### src/common/twi_cfg_pkg.sv
// Constants for the two-wire configuration and timeout block.
package twi_cfg_pkg;
    localparam int CFG_W = 8;
    localparam logic [7:0] CFG_RESET = 8'h00;
    localparam int BIT_ENABLE = 7;
    localparam int BIT_INHIBIT = 6;
    localparam int BIT_BUSY = 5;
    localparam int BIT_EXTEND = 4;
    localparam int BIT_CLK_TO = 3;
    localparam int BIT_FREE_TO = 2;
    localparam int BIT_SRC_HI = 1;
    localparam int BIT_SRC_LO = 0;
    localparam logic [7:0] CFG_WR_MASK = 8'hDF;
    localparam logic [1:0] SRC_T0 = 2'h0;
    localparam logic [1:0] SRC_T1 = 2'h1;
    localparam logic [1:0] SRC_T2H = 2'h2;
    localparam logic [1:0] SRC_T2L = 2'h3;
    localparam int FREE_PERIODS = 10;
    localparam int FREE_CNT_W = 4;
    localparam int SYNC_STAGES = 2;
endpackage

### src/core/twi_config_timeout.sv
// Configuration register, busy tracking, bus-free and clock-low timeout logic.
`timescale 1ns/1ps
module twi_config_timeout (
    input wire logic MCLK,
    input wire logic RST_N,
    input wire logic CFG_WR,
    input wire logic [7:0] CFG_WDATA,
    output logic [7:0] CFG_RDATA,
    input wire logic SCL_IN,
    input wire logic SDA_IN,
    input wire logic SCL_OUT_REQ,
    input wire logic SDA_OUT_REQ,
    output logic SCL_OE,
    output logic SDA_OE,
    input wire logic T0_OVF,
    input wire logic T1_OVF,
    input wire logic T2H_OVF,
    input wire logic T2L_OVF,
    input wire logic T3_SPLIT,
    input wire logic START_SEEN,
    input wire logic STOP_SEEN,
    input wire logic SLAVE_IRQ_REQ,
    input wire logic MASTER_IRQ_REQ,
    output logic IRQ,
    output logic BITRATE_TICK,
    output logic SDA_EXTEND,
    output logic T3_RELOAD_HI,
    output logic T3_RELOAD_LO,
    output logic BUS_FREE
);
    logic [7:0] cfg_q;
    logic [7:0] cfg_d;
    logic busy_q;
    logic busy_d;
    logic [3:0] free_cnt_q;
    logic [3:0] free_cnt_d;
    logic [1:0] lines;
    logic scl_s;
    logic sda_s;
    logic free_q;

    twi_line_sync #(.WIDTH(twi_cfg_pkg::SYNC_STAGES)) u_sync (
        .clk(MCLK),
        .rst_n(RST_N),
        .async_in({SCL_IN, SDA_IN}),
        .sync_out(lines)
    );
    assign scl_s = lines[1];
    assign sda_s = lines[0];

    wire enable = cfg_q[twi_cfg_pkg::BIT_ENABLE];
    wire inhibit = cfg_q[twi_cfg_pkg::BIT_INHIBIT];
    wire clk_to_en = cfg_q[twi_cfg_pkg::BIT_CLK_TO];
    wire free_to_en = cfg_q[twi_cfg_pkg::BIT_FREE_TO];
    wire [1:0] src_sel = cfg_q[twi_cfg_pkg::BIT_SRC_HI:twi_cfg_pkg::BIT_SRC_LO];

    // Pick the overflow that paces bit timing.
    wire src_tick = (src_sel == twi_cfg_pkg::SRC_T0) ? T0_OVF :
        (src_sel == twi_cfg_pkg::SRC_T1) ? T1_OVF :
        (src_sel == twi_cfg_pkg::SRC_T2H) ? T2H_OVF : T2L_OVF;

    wire idle_lines = scl_s && sda_s;
    wire free_hit = enable && free_to_en && idle_lines && src_tick
        && (free_cnt_q == 4'(twi_cfg_pkg::FREE_PERIODS));
    assign free_cnt_d = (!enable || !free_to_en || !idle_lines) ? 4'h0 :
        (src_tick && free_cnt_q != 4'(twi_cfg_pkg::FREE_PERIODS)) ?
        free_cnt_q + 4'h1 : free_cnt_q;

    // A start seen in the same cycle as the end of a transfer wins, so busy stays set for
    // the new transfer; a free_hit in that cycle still reaches BUS_FREE two cycles later.
    assign busy_d = !enable ? 1'b0 :
        START_SEEN ? 1'b1 :
        (STOP_SEEN || free_hit) ? 1'b0 : busy_q;

    assign cfg_d = CFG_WR ? (CFG_WDATA & twi_cfg_pkg::CFG_WR_MASK) : cfg_q;

    wire irq_d = enable && (MASTER_IRQ_REQ || (SLAVE_IRQ_REQ && !inhibit));

    wire hold_reload = enable && clk_to_en && scl_s;

    always_ff @(posedge MCLK or negedge RST_N)
    begin
        if (!RST_N)
        begin
            cfg_q <= twi_cfg_pkg::CFG_RESET;
            busy_q <= 1'b0;
        end
        else
        begin
            cfg_q <= cfg_d;
            busy_q <= busy_d;
        end
    end

    // The idle counter restarts whenever either line is low, so a short glitch
    // on an otherwise idle bus costs a full new wait rather than a false free.
    always_ff @(posedge MCLK or negedge RST_N)
    begin
        if (!RST_N)
        begin
            free_cnt_q <= 4'h0;
            free_q <= 1'b0;
        end
        else
        begin
            free_cnt_q <= free_cnt_d;
            free_q <= free_hit;
        end
    end

    // Outputs straight from flops; CFG_RDATA is loaded from cfg_d and busy_d so it matches the register, the others lag one cycle.
    always_ff @(posedge MCLK or negedge RST_N)
    begin
        if (!RST_N)
        begin
            CFG_RDATA <= 8'h00;
            SDA_EXTEND <= 1'b0;
            BUS_FREE <= 1'b0;
        end
        else
        begin
            CFG_RDATA <= {cfg_d[7:6], busy_d, cfg_d[4:0]};
            SDA_EXTEND <= cfg_q[twi_cfg_pkg::BIT_EXTEND];
            BUS_FREE <= free_q;
        end
    end

    // Pin drives and the interrupt line.
    always_ff @(posedge MCLK or negedge RST_N)
    begin
        if (!RST_N)
        begin
            SCL_OE <= 1'b0;
            SDA_OE <= 1'b0;
            IRQ <= 1'b0;
        end
        else
        begin
            SCL_OE <= enable && SCL_OUT_REQ;
            SDA_OE <= enable && SDA_OUT_REQ;
            IRQ <= irq_d;
        end
    end

    // Timer controls lag the clock line by three cycles, two of them in the
    // synchroniser; that is negligible against any sensible timeout.
    always_ff @(posedge MCLK or negedge RST_N)
    begin
        if (!RST_N)
        begin
            BITRATE_TICK <= 1'b0;
            T3_RELOAD_HI <= 1'b0;
            T3_RELOAD_LO <= 1'b0;
        end
        else
        begin
            BITRATE_TICK <= enable && src_tick;
            T3_RELOAD_HI <= hold_reload;
            T3_RELOAD_LO <= hold_reload && !T3_SPLIT;
        end
    end

    AST_SLAVE_INHIBIT: assert property (@(posedge MCLK) disable iff (!RST_N)
        (inhibit && !MASTER_IRQ_REQ) |=> !IRQ)
        else $error("slave interrupt passed while inhibited");
    AST_MASTER_IRQ: assert property (@(posedge MCLK) disable iff (!RST_N)
        (enable && MASTER_IRQ_REQ) |=> IRQ)
        else $error("master interrupt lost");
    AST_BUSY_SET: assert property (@(posedge MCLK) disable iff (!RST_N)
        (enable && START_SEEN) |=> busy_q)
        else $error("busy not set on start");
    AST_BUSY_CLR: assert property (@(posedge MCLK) disable iff (!RST_N)
        (STOP_SEEN && !START_SEEN) |=> !busy_q)
        else $error("busy not cleared on stop");
    AST_EXTEND: assert property (@(posedge MCLK) disable iff (!RST_N)
        ##1 SDA_EXTEND == $past(cfg_q[twi_cfg_pkg::BIT_EXTEND]))
        else $error("extension does not follow config");
    AST_RELOAD_HIGH: assert property (@(posedge MCLK) disable iff (!RST_N)
        (enable && clk_to_en && scl_s) |=> T3_RELOAD_HI)
        else $error("timer not held while clock high");
    AST_COUNT_LOW: assert property (@(posedge MCLK) disable iff (!RST_N)
        !scl_s |=> !T3_RELOAD_HI && !T3_RELOAD_LO)
        else $error("timer held while clock low");
    AST_SPLIT: assert property (@(posedge MCLK) disable iff (!RST_N)
        T3_SPLIT |=> !T3_RELOAD_LO)
        else $error("low half held in split mode");
    AST_FREE: assert property (@(posedge MCLK) disable iff (!RST_N)
        free_hit |-> free_cnt_q == 4'(twi_cfg_pkg::FREE_PERIODS) && idle_lines)
        else $error("bus free too early");
    AST_DISABLED: assert property (@(posedge MCLK) disable iff (!RST_N)
        !enable |=> !SCL_OE && !SDA_OE && !IRQ)
        else $error("bus driven while disabled");

    // A glitch on either line must throw the idle count away.
    AST_FREE_RESTART: assert property (@(posedge MCLK) disable iff (!RST_N)
        (enable && !idle_lines) |=> free_cnt_q == 4'h0)
        else $error("idle count kept across a low line");
    AST_FREE_PULSE: assert property (@(posedge MCLK) disable iff (!RST_N)
        free_hit |-> ##2 BUS_FREE)
        else $error("bus free not reported");
    AST_FREE_BUSY: assert property (@(posedge MCLK) disable iff (!RST_N)
        (free_hit && !START_SEEN) |=> !busy_q)
        else $error("busy not cleared on bus free");

    AST_TICK_SRC: assert property (@(posedge MCLK) disable iff (!RST_N)
        (enable && src_tick) |=> BITRATE_TICK)
        else $error("selected overflow not passed on");
    AST_SCL_DRIVE: assert property (@(posedge MCLK) disable iff (!RST_N)
        (enable && SCL_OUT_REQ) |=> SCL_OE)
        else $error("clock line not driven when asked");
    AST_SDA_DRIVE: assert property (@(posedge MCLK) disable iff (!RST_N)
        (enable && SDA_OUT_REQ) |=> SDA_OE)
        else $error("data line not driven when asked");

    // Everything towards the timers and the status must rest while switched off.
    AST_TICK_OFF: assert property (@(posedge MCLK) disable iff (!RST_N)
        !enable |=> !BITRATE_TICK && !T3_RELOAD_HI && !T3_RELOAD_LO)
        else $error("timer controls active while disabled");
    AST_BUSY_OFF: assert property (@(posedge MCLK) disable iff (!RST_N)
        !enable |=> !busy_q)
        else $error("busy reported while disabled");

    COV_FREE: cover property (@(posedge MCLK) disable iff (!RST_N) free_hit && busy_q);
    COV_STOP: cover property (@(posedge MCLK) disable iff (!RST_N) busy_q ##1 !busy_q);
    COV_RELOAD: cover property (@(posedge MCLK) disable iff (!RST_N) T3_RELOAD_HI ##1 !T3_RELOAD_HI);
    COV_SPLIT: cover property (@(posedge MCLK) disable iff (!RST_N) T3_SPLIT && T3_RELOAD_HI);
    COV_MASTER_INH: cover property (@(posedge MCLK) disable iff (!RST_N) inhibit ##1 IRQ);
endmodule

### src/core/twi_line_sync.sv
// Two-flop synchroniser for the bus lines.
`timescale 1ns/1ps
module twi_line_sync #(
    parameter int WIDTH = 2
) (
    input wire logic clk,
    input wire logic rst_n,
    input wire logic [WIDTH-1:0] async_in,
    output logic [WIDTH-1:0] sync_out
);
    logic [WIDTH-1:0] meta_q;

    // Reset to one: an idle open-drain bus reads high.
    always_ff @(posedge clk or negedge rst_n)
    begin
        if (!rst_n)
        begin
            meta_q <= '1;
            sync_out <= '1;
        end
        else
        begin
            meta_q <= async_in;
            sync_out <= meta_q;
        end
    end
endmodule

### config.mk
export PLATFORM = sky130hd
export DESIGN_NAME = twi_config_timeout
export DESIGN_NICKNAME = d
export VERILOG_FILES = /design/src/common/twi_cfg_pkg.sv /design/src/core/twi_config_timeout.sv /design/src/core/twi_line_sync.sv
export SDC_FILE = /design/constraint.sdc
export NUM_CORES = 1
export LEC_CHECK = 0
export BUFFER_PORTS_ARGS = -buffer_cell sky130_fd_sc_hd__buf_2
export CORE_AREA = 2 2 50 52
export CTS_CLUSTER_DIAMETER = 100
export DETAILED_ROUTE_END_ITERATION = 8
export DIE_AREA = 0 0 52 54
export MAX_ROUTING_LAYER = met4
export PLACE_DENSITY = 0.73
export SLEW_MARGIN = 5
export SYNTH_ARGS = -nofsm -noshare
export SYNTH_HDL_FRONTEND = slang
export SYNTH_SLANG_ARGS = --single-unit
### constraint.sdc
create_clock -name MCLK -period 1.8 [get_ports MCLK]
set_input_delay 0.36 -clock MCLK [delete_from_list [all_inputs] [get_ports MCLK]]
set_output_delay 0.36 -clock MCLK [all_outputs]
set_load 0.05 [all_outputs]
# Word-level counts from Yosys, hierarchy flattened
# Cells that the tools add are included.
[op_classes] reduce_logical=25 eq_ne=4 n_addsub=1 n_mux=9
[ops] op="$logic_and A1 B1 Y1" count=14
[ops] op="$mux W4" count=2
[ops] op="$mux W8" count=1
[ops] op="$mux W1" count=6
[ops] op="$logic_not A1 Y1" count=5
[ops] op="$add A4 B1 Y4 const B" count=1
[ops] op="$eq A4 B4 Y1 const B" count=1
[ops] op="$logic_or A1 B1 Y1" count=4
[ops] op="$ne A4 B4 Y1 const B" count=1
[ops] op="$eq A2 B1 Y1 const B" count=1
[ops] op="$eq A2 B2 Y1 const B" count=1
[ops] op="$logic_not A2 Y1" count=1
[ops] op="$reduce_bool A2 Y1" count=1
[totals] reg_bits=33 output_inout_bits=16 input_bits=24

# Depth between registers and ports, before layout
# Gate-level depths: netlist (run 1).
[depth] ltp_word=10 ltp_mapped=5

# Cells and area by module
# From an unflattened synthesis (run 1), not the netlist that was laid out.
[unflattened] cells_unflattened=68 hier_area_um2=972.2
[by_module_without_submodules] mod="twi_config_timeout" instances=1 area_each_um2=867.1 cells_per_inst=64 seq_area_each_um2=525.5
[by_module_without_submodules] mod="twi_line_sync" instances=1 area_each_um2=105.1 cells_per_inst=4 seq_area_each_um2=105.1

# Worst setup path before layout (run 1)
# No wires, ideal clock.
[synth_path] path_type="flip-flop to flip-flop" from="register, netlist name CFG_RDATA[0]" to="register CFG_RDATA[5]" path_slack_ps=74 path_stages_with_launch=4 t_required_ps=1708 path_buffers=0 synth_period_minus_slack_ps=1726 arrival_ps=1634 cell_sequence="dfrtp_1 mux4_2 and3_4 o31ai_2"
[synth_lines] element="end signal, assigned" line="twi_config_timeout.sv:122" rtl="CFG_RDATA <= {cfg_d[7:6], busy_d, cfg_d[4:0]};"
[synth_lines] element="end, declared" line="twi_config_timeout.sv:8" rtl="output logic [7:0] CFG_RDATA,"

==> results of run 1 <==
[through the flow]
stage | setup slack (ns) | power [W] | utilization, % | hold WS [ns]
final | 0.285 | 0.00109 | 52.3 | 0.00533
after global routing | 0.212 | 0.00115 | 52.3 | 0.0291
after CTS | 0.267 | 0.00111 | 52.3 | 0.0235
after detailed placement | 0.291 | 0.000871 | 51.2 | 0.342
after global placement | 0.329 | 0.000864 | 51.2 | 0.337
after floorplan | 0.0737 | 0.000799 | - | 0.0644
[power by group]
part,internal [W],switching [W],total [W]
clock network,0.0000863,0.000151,0.000238
registers,0.000601,0.0000225,0.000624
logic,0.0000701,0.000163,0.000233
[path summary, 6_finish.rpt]
path	from	end	slack (ns)	cells after the start
worst max-delay path	cfg_q[7]	CFG_RDATA[7]	0.28	1
worst min-delay path	RST_N	BITRATE_TICK	0.005	1
worst max register to register	CFG_RDATA[0]	CFG_RDATA[5]	0.31	3
worst min register to register	free_q	BUS_FREE	0.37	0
max in group asynchronous	RST_N	u_sync.meta_q[0]	1.43	1
min in group MCLK	SCL_IN	u_sync.meta_q[1]	0.14	1
[flip-flops by register name (all words and copies together) (netlist names)]
signal / cells
BITRATE_TICK: 1
SCL_OE: 1
T3_RELOAD_HI: 1
SDA_EXTEND: 1
CFG_RDATA: 7
BUS_FREE: 1
free_q: 1
IRQ: 1
cfg_q: 1
u_sync.meta_q: 2
free_cnt_q: 4
u_sync.sync_out: 2
T3_RELOAD_LO: 1
SDA_OE: 1
[per-layer routing]
metal  track usage (%)  wire, um  vias to the layer above
met5                 -         0                        -
met4              6.58        19                        0
met3              1.94       153                        2
met2              26.4       853                       33
met1              15.2       665                      322
li1                  -         -                      318
[cell usage in the layout (no fill, tap or decap), types with 2 or more instances in the layout]
| cell type | synthesis | routed |
|---|---|---|
| sky130_fd_sc_hd__nand4_1 | 4 | 4 |
| sky130_fd_sc_hd__buf_2 | 1 | 38 |
| sky130_fd_sc_hd__and2_2 | 2 | 2 |
| sky130_fd_sc_hd__mux2_2 | 7 | 7 |
| sky130_fd_sc_hd__nor2b_1 | 2 | 2 |
| sky130_fd_sc_hd__o21ai_0 | 2 | 2 |
| sky130_fd_sc_hd__dfrtp_1 | 21 | 21 |
| sky130_fd_sc_hd__clkbuf_4 | 0 | 3 |
| sky130_fd_sc_hd__nand2_1 | 5 | 5 |
| sky130_fd_sc_hd__inv_1 | 2 | 2 |
| sky130_fd_sc_hd__dfstp_2 | 4 | 4 |
| sky130_fd_sc_hd__ha_1 | 2 | 2 |
| sky130_fd_sc_hd__and2_1 | 2 | 2 |
[layout make-up]
type,count,share of cell area (%)
sequential,25,52.0
multi-input combinational,39,26.5
timing repair buffer,38,15.7
tap,30,3.09
clock buffer,4,2.16
inverter,2,0.619
[cells by family (layout without fill, tap and decap cells)]
group           Yosys count  in the layout  synth area share, %
fa+ha+maj                 2              2                 2.55
simple gates             22             22                 14.4
buf+inv                   6             44                 2.81
flops                    25             25                 64.4
mux                       9              9                 11.4
compound gates            6              6                 4.47
==> parameters.txt, run 1 <==
Parameter                              Value

Setup path
  Critical path buffers and inverters    1
  Max stage delay on crit path    0.52 ns
  Critical Path Slowest Stage Cell    sky130_fd_sc_hd__dfrtp_1
  Critical path cell sequence    buf_2
  Critical path start-end classification    register to output port
  Family with the most delay on the worst path    flip-flops
  Required time reported for the critical path endpoint    between 1 and 1.5 ns
  Critical path arrival    between 1 and 1.5 ns
  Startpoint types    register
  Max FO, Critical Path    11
  Kind of end point of the critical path    output port

Final layout
  Non-filler instance count after layout    about 140
  Storage element area    between 600 and 700 um2
  Layout-stage area growth over the synthesis result    23.9%
  Number of fill cells    between 200 and 250
  Multi-input gate area    322 um2
  Number of diodes    0
  Final instance area    between 1000 and 1500 um2
  Net count of the finished layout    around 140
  Fraction of layout instances using a drive strength above 1    between 50 and 60%

Route
  Via density per instance    4.89
  Routed wire length per instance    between 10 and 15 um
  Detailed-router iteration count before antenna repair    1
  Number of remaining DRC errors    0
  Total wirelength of the detailed-routed design    approximately 1.7 mm
  Number of DRC markers in iteration 0    0
  Number of vias in the routed layout    675
  Post-DRT Antenna Nets    0

Run status
  Run status    finished clean

CTS
  Clock Root Buffer    sky130_fd_sc_hd__clkbuf_4
  H-tree depth reported by CTS    1
  Post-CTS repair timing setup buffer count    0
  Buffer levels on the longest clock path    2
  Clock tree from TritonCTS    yes
  Hold Buf Count CTS    0
  Clk slew on worst S/H paths    between 0.1 and 0.15 ns
  Latest clock arrival within the worst-skew pair    slightly above 0.3 ns
  Post-cts resize count    0
  TritonCTS buffer count    3
  Sink Count    25

STA
  Actual slew at the worst max-slew pin    roughly 0.52 ns
  Unrepaired setup endpoints after global routing    no
  Highest clock frequency the design can meet    approximately 0.66 GHz
  Final max-slew violation count    0
  Final cycle utilization of the critical path    84.2%
  Sum of negative setup slack    0 ns
  Count of final hold-check violations    0
  Max-slew headroom at the worst pin    65.5%
  Worst Clk Skew    between 0.007 and 0.008 ns
  Min Tclk post-route    between 1.5 and 2 ns
  Count of endpoints failing setup in the final report    0

Yosys
  Total standard cell area after synthesis    980 um2
  Proportion of register bits with asynchronous set or reset after synthesis    100%
  Syn_area_per_cell    14.0 um2
  Total number of yosys warnings    0
  Most repeated cell in the gate-level netlist after synthesis    sky130_fd_sc_hd__dfrtp_1
  Prevailing post-synth register cell    sky130_fd_sc_hd__dfrtp_1
  Sequential cell area fraction in the yosys report    64.4%
  Cells after synthesis    70
  Number of nets in the synthesized netlist    96
  Synth area leaders    sky130_fd_sc_hd__dfrtp_1, sky130_fd_sc_hd__dfstp_2, sky130_fd_sc_hd__mux2_2, sky130_fd_sc_hd__ha_1, sky130_fd_sc_hd__nand4_1
  Share of the synthesized area in the top cell type    53.6%
  Library cell with the largest summed area after synthesis    sky130_fd_sc_hd__dfrtp_1
  Register bit total from synthesis    25
  Most common library cells after synthesis    sky130_fd_sc_hd__dfrtp_1, sky130_fd_sc_hd__mux2_2, sky130_fd_sc_hd__nand2_1
  Count of distinct cell types in the synthesized netlist    27
  Count of flip-flops with a built-in enable after synthesis    0

Floorplan
  I/O pin count    40
  Std-Cell Core Area    between 2000 and 2500 um2
  Die height    around 54 um
  Effective utilization at floorplan    a little over two fifths
  Die X-Extent    52 um
  Number of placement rows    18
  Area of the die    between 2000 and 3000 um2

Min path
  Worst min-delay path category    input pin to asynchronous set/reset pin

GRT
  Largest net degree at the start of global routing    26
  Global-route usage over all layers    14.3%
  Residual overflow from global routing    0
  Global-route wire length before repair    roughly 2.9 mm
  Number of antenna violations at the first check in global routing    0
  Via count of the first global-routing pass    about 700

Power
  Standby leakage power    0.603 nW
  Power density relative to cell area    about 900 nW/um2
  Max rail drop VDD    around 0.00046 V

Flow run
  Max-cap violations    0

Place
  Cell Area, Placed    1190 um2
  RePlAce Congestion    around 0.66
  # port buffers    38
  Cell Count Post-Placement    around 130
Note: power is estimated with default switching activity, not from simulation.
==> run 2: changes to the inputs <==
==> constraint.sdc (replaced) <==
create_clock -name MCLK -period 1.5 [get_ports MCLK]
set_input_delay 0.3 -clock MCLK [delete_from_list [all_inputs] [get_ports MCLK]]
set_output_delay 0.3 -clock MCLK [all_outputs]
set_load 0.05 [all_outputs]
==> parameters.txt, run 2 (synthesis results as in run 1) <==
Parameter                              Value

Setup path
  Number of cell instances on the worst register-to-register path    3 (unchanged)
  Destination of the worst register-to-register timing path    CFG_RDATA[5] (unchanged)
  Origin of the worst setup path    CFG_RDATA[0] (was cfg_q[7])
  Critical path start-end classification    register to register (was register to output port)
  Flop-to-flop setup slack    0.06 ns (was 0.31 ns)
  Required time reported for the critical path endpoint    1.73 ns (was 1.44 ns)
  Critical path arrival    1.67 ns (was 1.16 ns)
  Max FO, Critical Path    8 (was 11)
  Reg-to-reg startpoint    CFG_RDATA[0] (unchanged)
  Kind of end point of the critical path    register (was output port)
  Startpoint types    register (unchanged)
  Critical Path Sink    CFG_RDATA[5] (was CFG_RDATA[7])

Power
  Max rail drop VDD    0.000658 V (was 0.000459 V)
  Standby leakage power    0.606 nW (was 0.603 nW)
  Power density relative to cell area    1060 nW/um2 (was 902 nW/um2)

STA
  Max-slew headroom at the worst pin    64.9% (was 65.5%)
  Actual slew at the worst max-slew pin    0.527 ns (was 0.518 ns)
  Highest clock frequency the design can meet    approximately 0.70 GHz
  Unrepaired setup endpoints after global routing    yes (was no)
  Sum of negative setup slack    0 ns (unchanged)
  Min Tclk post-route    around 1.4 ns
  Worst Clk Skew    0.00317 ns (was 0.00712 ns)
  Final max-slew violation count    0 (unchanged)
  Final cycle utilization of the critical path    around 96%
  Count of endpoints failing setup in the final report    0 (unchanged)
  Count of final hold-check violations    0 (unchanged)

CTS
  Buffer levels on the longest clock path    2 (unchanged)
  Sink Count    25 (unchanged)
  H-tree depth reported by CTS    1 (unchanged)
  Latest clock arrival within the worst-skew pair    0.30 ns (was 0.31 ns)
  TritonCTS buffer count    3 (unchanged)
  Post-CTS repair timing setup buffer count    0 (unchanged)
  Clk slew on worst S/H paths    0.12 ns (was 0.13 ns)
  Clock Root Buffer    sky130_fd_sc_hd__clkbuf_4 (unchanged)
  Clock tree from TritonCTS    yes (unchanged)

Flow run
  Max-cap violations    0 (unchanged)

Place
  # port buffers    38 (unchanged)
  Cell Count Post-Placement    134 (unchanged)
  Post-detail-place hpwl    1.25 mm
  RePlAce Congestion    0.628 (was 0.664)

Floorplan
  Effective utilization at floorplan    42.2% (unchanged)
  Die height    54 um (unchanged)
  Die X-Extent    52 um (unchanged)
  I/O pin count    40 (unchanged)
  Area of the die    2810 um2 (unchanged)
  Std-Cell Core Area    2320 um2 (unchanged)
  Number of placement rows    18 (unchanged)

Run status
  Run status    finished clean (unchanged)

Final layout
  Register with the highest flop count    CFG_RDATA (unchanged)
  Max FFs per register    7 (unchanged)
  Layout-stage area growth over the synthesis result    26.1% (was 23.9%)
  Fraction of layout instances using a drive strength above 1    55.0% (was 53.7%)
  Net count of the finished layout    136 (was 135)
  Commonest cells after routing, fill and taps aside    sky130_fd_sc_hd__buf_2, sky130_fd_sc_hd__dfrtp_1, sky130_fd_sc_hd__mux2_2 (unchanged)
  Number of diodes    0 (unchanged)
  Non-filler instance count after layout    139 (was 138)
  Number of fill cells    211 (was 209)
  Most frequent standard cell in the layout excluding fill and tap cells    sky130_fd_sc_hd__buf_2 (unchanged)
  Registers with the most flip-flops    CFG_RDATA (7), free_cnt_q (4) (unchanged)

GRT
  Global-route usage over all layers    14.1% (was 14.3%)
  Number of antenna violations at the first check in global routing    0 (unchanged)
  Largest net degree at the start of global routing    26 (unchanged)
  Residual overflow from global routing    0 (unchanged)
  Via count of the first global-routing pass    646 (was 699)
  Global-route wire length before repair    2.76 mm (was 2.87 mm)

Route
  Routed wire length per instance    12.2 um (about the same)
  Number of vias in the routed layout    668 (was 675)
  Via density per instance    4.81 (was 4.89)
  Number of remaining DRC errors    0 (unchanged)
  Number of DRC markers in iteration 0    5 (was 0)
  Post-DRT Antenna Nets    0 (unchanged)
  Detailed-router iteration count before antenna repair    4 (was 1)
  Total wirelength of the detailed-routed design    1.69 mm (about the same)

Min path
  Worst min-delay path category    input pin to register (was input pin to asynchronous set/reset pin)
  Launch point of the worst hold path    SDA_IN
-- run 2: worst min-delay path by stage --
| stage | slack (ns) | cells after the start | to |
|---|---|---|---|
| floorplan | 0.004 | 0 | BITRATE_TICK |
| global placement | 0.30 | 1 | SDA_OE |
| detailed placement | 0.31 | 1 | SDA_OE |
| CTS | 0.07 | 1 | u_sync.meta_q[1] |
| global route | 0.06 | 1 | u_sync.meta_q[1] |
| finish | 0.07 | 1 | u_sync.meta_q[0] |
-- run 2: critical path, stage by stage (launching register included) --
cell and delay (ns):
sky130_fd_sc_hd__dfrtp_2 0.39, sky130_fd_sc_hd__mux4_2 0.59, sky130_fd_sc_hd__and3_4 0.23, sky130_fd_sc_hd__o31ai_4 0.15
-- run 2: final cells by class --
cell class / instances / area [um2] / share of cell area [%]
Sequential cell: 25 / 633 / 51.3
Multi-Input combinational cell: 39 / 330 / 26.7
Timing Repair Buffer: 39 / 200 / 16.2
Tap cell: 30 / 37.5 / 3.04
Clock buffer: 4 / 26.3 / 2.13
Inverter: 2 / 7.51 / 0.608
-- run 2: per-stage QoR --
| stage | cell area, um2 | utilization, % | power [W] | hold WS [ns] | setup slack [ns] |
|---|---|---|---|---|---|
| floorplan | 982 | - | 0.000960 | 0.00441 | -0.0785 |
| global route | 1230 | 53.2 | 0.00138 | 0.0559 | -0.00947 |
| CTS | 1230 | 52.9 | 0.00132 | 0.0669 | 0.0306 |
| detailed placement | 1190 | 51.3 | 0.00104 | 0.309 | 0.0670 |
| global placement | 1190 | 51.3 | 0.00104 | 0.303 | 0.0876 |
| finish | 1230 | 53.2 | 0.00131 | 0.0749 | 0.0625 |
-- run 2: timing repair --
action,CTS,global route
resized for setup,0,3
setup endpoints to repair,0,3
hold buffers,1,0
hold endpoints to repair,21,0
-- run 2: layer usage --
layer | GRT usage, % | wire (um) | vias to the layer above
met1 | 14.5 | 648 | 314
met2 | 25.7 | 853 | 34
met5 | - | 0 | -
li1 | - | - | 318
met3 | 5.28 | 167 | 2
met4 | 2.63 | 19 | 0
-- run 2: power breakdown --
part / total, W / switching, W / internal, W
Sequential: 0.000748 / 0.0000263 / 0.000722
Clock: 0.000278 / 0.000174 / 0.000104
Combinational: 0.000286 / 0.000198 / 0.0000878
Total: 0.00131 / 0.000398 / 0.000914
==> run 3: changes to the inputs <==
--- a/config.mk
+++ b/config.mk
@@ -5,7 +5,7 @@
 export SDC_FILE = /design/constraint.sdc
 export NUM_CORES = 1
 export LEC_CHECK = 0
-export BUFFER_PORTS_ARGS = -buffer_cell sky130_fd_sc_hd__buf_2
+export BUFFER_PORTS_ARGS = -buffer_cell sky130_fd_sc_hd__buf_4
 export CORE_AREA = 2 2 50 52
 export CTS_CLUSTER_DIAMETER = 100
 export DETAILED_ROUTE_END_ITERATION = 8
==> parameters.txt, run 3 (synthesis results as in run 1) <==
Parameter                              Value

Setup path
  Critical Path Slowest Stage Cell    sky130_fd_sc_hd__mux4_2 (unchanged)
  Required time reported for the critical path endpoint    1.73 ns (about the same)
  Max stage delay on crit path    0.58 ns (was 0.59 ns)
  Critical path cell sequence    mux4_2 -> and3_4 -> o31ai_4 (unchanged)
  Kind of end point of the critical path    register (unchanged)
  Max FO, Critical Path    7 (was 8)
  Family with the most delay on the worst path    multiplexers (unchanged)
  Startpoint types    register (unchanged)
  Critical path buffers and inverters    0 (unchanged)
  Critical path start-end classification    register to register (unchanged)
  Critical path arrival    1.68 ns (was 1.67 ns)

STA
  Min Tclk post-route    1.45 ns (was 1.44 ns)
  Highest clock frequency the design can meet    0.687 GHz (was 0.696 GHz)
  Max-slew headroom at the worst pin    79.7% (was 64.9%)
  Count of endpoints failing setup in the final report    0 (unchanged)
  Tightest hold margin    0.0782 ns (was 0.0749 ns)
  Count of final hold-check violations    0 (unchanged)
  Unrepaired setup endpoints after global routing    yes (unchanged)
  Worst Clk Skew    0.0107 ns (was 0.00317 ns)
  Final cycle utilization of the critical path    97.0% (was 95.8%)
  Final max-slew violation count    0 (unchanged)
  Actual slew at the worst max-slew pin    0.305 ns (was 0.527 ns)

Final layout
  Max FFs per register    7 (unchanged)
  Number of diodes    0 (unchanged)
  Layout-stage area growth over the synthesis result    37.7% (was 26.1%)
  Most frequent standard cell in the layout excluding fill and tap cells    sky130_fd_sc_hd__buf_4 (was sky130_fd_sc_hd__buf_2)
  Register with the highest flop count    CFG_RDATA (unchanged)
  Commonest cells after routing, fill and taps aside    sky130_fd_sc_hd__buf_4, sky130_fd_sc_hd__dfrtp_1, sky130_fd_sc_hd__mux2_2 (was sky130_fd_sc_hd__buf_2, sky130_fd_sc_hd__dfrtp_1, sky130_fd_sc_hd__mux2_2)
  Fraction of layout instances using a drive strength above 1    56.8% (was 55.0%)
  Number of fill cells    194 (was 211)
  Net count of the finished layout    138 (was 136)
  Registers with the most flip-flops    CFG_RDATA (7), free_cnt_q (4) (unchanged)

GRT
  Via count of the first global-routing pass    705 (was 646)
  Number of antenna violations at the first check in global routing    0 (unchanged)
  Global-route usage over all layers    15.0% (was 14.1%)
  Residual overflow from global routing    0 (unchanged)
  Global-route wire length before repair    2.94 mm (was 2.76 mm)
  Largest net degree at the start of global routing    26 (unchanged)

Flow run
  Max-cap violations    0 (unchanged)

Floorplan
  I/O pin count    40 (unchanged)
  Number of placement rows    18 (unchanged)
  Die X-Extent    52 um (unchanged)
  Effective utilization at floorplan    42.2% (unchanged)
  Std-Cell Core Area    2320 um2 (unchanged)
  Area of the die    2810 um2 (unchanged)
  Die height    54 um (unchanged)

CTS
  Buffer levels on the longest clock path    2 (unchanged)
  Sink Count    25 (unchanged)
  Clk slew on worst S/H paths    0.14 ns (was 0.12 ns)
  Clock Root Buffer    sky130_fd_sc_hd__clkbuf_4 (unchanged)
  TritonCTS buffer count    3 (unchanged)
  H-tree depth reported by CTS    1 (unchanged)
  Latest clock arrival within the worst-skew pair    0.31 ns (was 0.30 ns)
  Clock tree from TritonCTS    yes (unchanged)

Place
  Post-detail-place hpwl    1.33 mm (was 1.25 mm)
  RePlAce Congestion    0.634 (was 0.628)
  # port buffers    38 (unchanged)

Route
  Routed wire length per instance    12.2 um (about the same)
  Total wirelength of the detailed-routed design    1.73 mm (was 1.69 mm)
  Via density per instance    4.79 (was 4.81)
  Number of vias in the routed layout    675 (was 668)
  Detailed-router iteration count before antenna repair    4 (unchanged)
  Post-DRT Antenna Nets    0 (unchanged)
  Number of remaining DRC errors    0 (unchanged)
  Number of DRC markers in iteration 0    4 (was 5)

Min path
  Worst min-delay path category    input pin to register (unchanged)

Power
  Power density relative to cell area    1020 nW/um2 (was 1060 nW/um2)
  Max rail drop VDD    0.000601 V (was 0.000658 V)
  Final Total Pwr    0.00138 W (was 0.00131 W)
  Standby leakage power    0.643 nW (was 0.606 nW)

Run status
  Run status    finished clean (unchanged)
==> run 3: power by group <==
| part | leakage (nW) | internal, W | switching (W) |
|---|---|---|---|
| sequential | 0.309 | 0.000722 | 0.0000231 |
| combinational | 0.320 | 0.000134 | 0.000205 |
| clock | 0.0139 | 0.000101 | 0.000190 |
| total | 0.643 | 0.000958 | 0.000418 |
==> run 3: through the flow <==
stage	utilization [%]	worst slack [ns]	std cells	setup TNS, ns	cell area (um2)
detailed placement	55.7	0.0314	135	0	1290
global placement	55.7	0.0777	135	0	1290
global route	58.1	-0.0187	141	-0.0199	1350
CTS	57.4	0.00897	140	0	1330
floorplan	-	-0.0785	70	-0.169	982
finish	58.1	0.0451	141	0	1350
==> run 3: final cells by class <==
type	count	area, um2	share of cell area [%]
Timing Repair Buffer	41	310	23.0
Multi-Input combinational cell	39	330	24.5
Clock buffer	3	22.5	1.67
Tap cell	30	37.5	2.78
Inverter	2	7.51	0.557
Sequential cell	25	633	46.9
Clock inverter	1	7.51	0.557
==> run 3: final timing paths <==
check | startpoint | end | slack (ns) | cells after the start
max in group asynchronous | RST_N | u_sync.sync_out[1] | 0.80 | 2
worst min register to register | u_sync.meta_q[0] | u_sync.sync_out[0] | 0.37 | 0
min in group asynchronous | RST_N | CFG_RDATA[6] | 0.42 | 2
worst max-delay path | CFG_RDATA[0] | CFG_RDATA[5] | 0.05 | 3
worst max register to register | CFG_RDATA[0] | CFG_RDATA[5] | 0.05 | 3
worst min-delay path | SDA_IN | u_sync.meta_q[0] | 0.08 | 1
==> run 3: worst reg2reg max path: stages (launching register included) <==
cell	delay (ns)
sky130_fd_sc_hd__dfrtp_2	0.41
sky130_fd_sc_hd__mux4_2	0.58
sky130_fd_sc_hd__and3_4	0.20
sky130_fd_sc_hd__o31ai_4	0.20
==> run 3: what timing repair did <==
item | 4_1_cts | 5_1_grt
endpoints found under the setup margin | 0 | 3
setup buffers | 0 | 1
hold buffers | 1 | 0
gates resized for setup | 0 | 2
endpoints found under the hold margin | 21 | 0
==> run 3: per-layer routing <==
layer  up-vias  share of wire (%)  global-route usage (%)
met1       317                 38                    15.4
met4         0                1.9                    7.89
met3         2                8.3                    3.33
li1        326                  -                       -
met5         -                  0                       -
met2        30                 51                    26.8
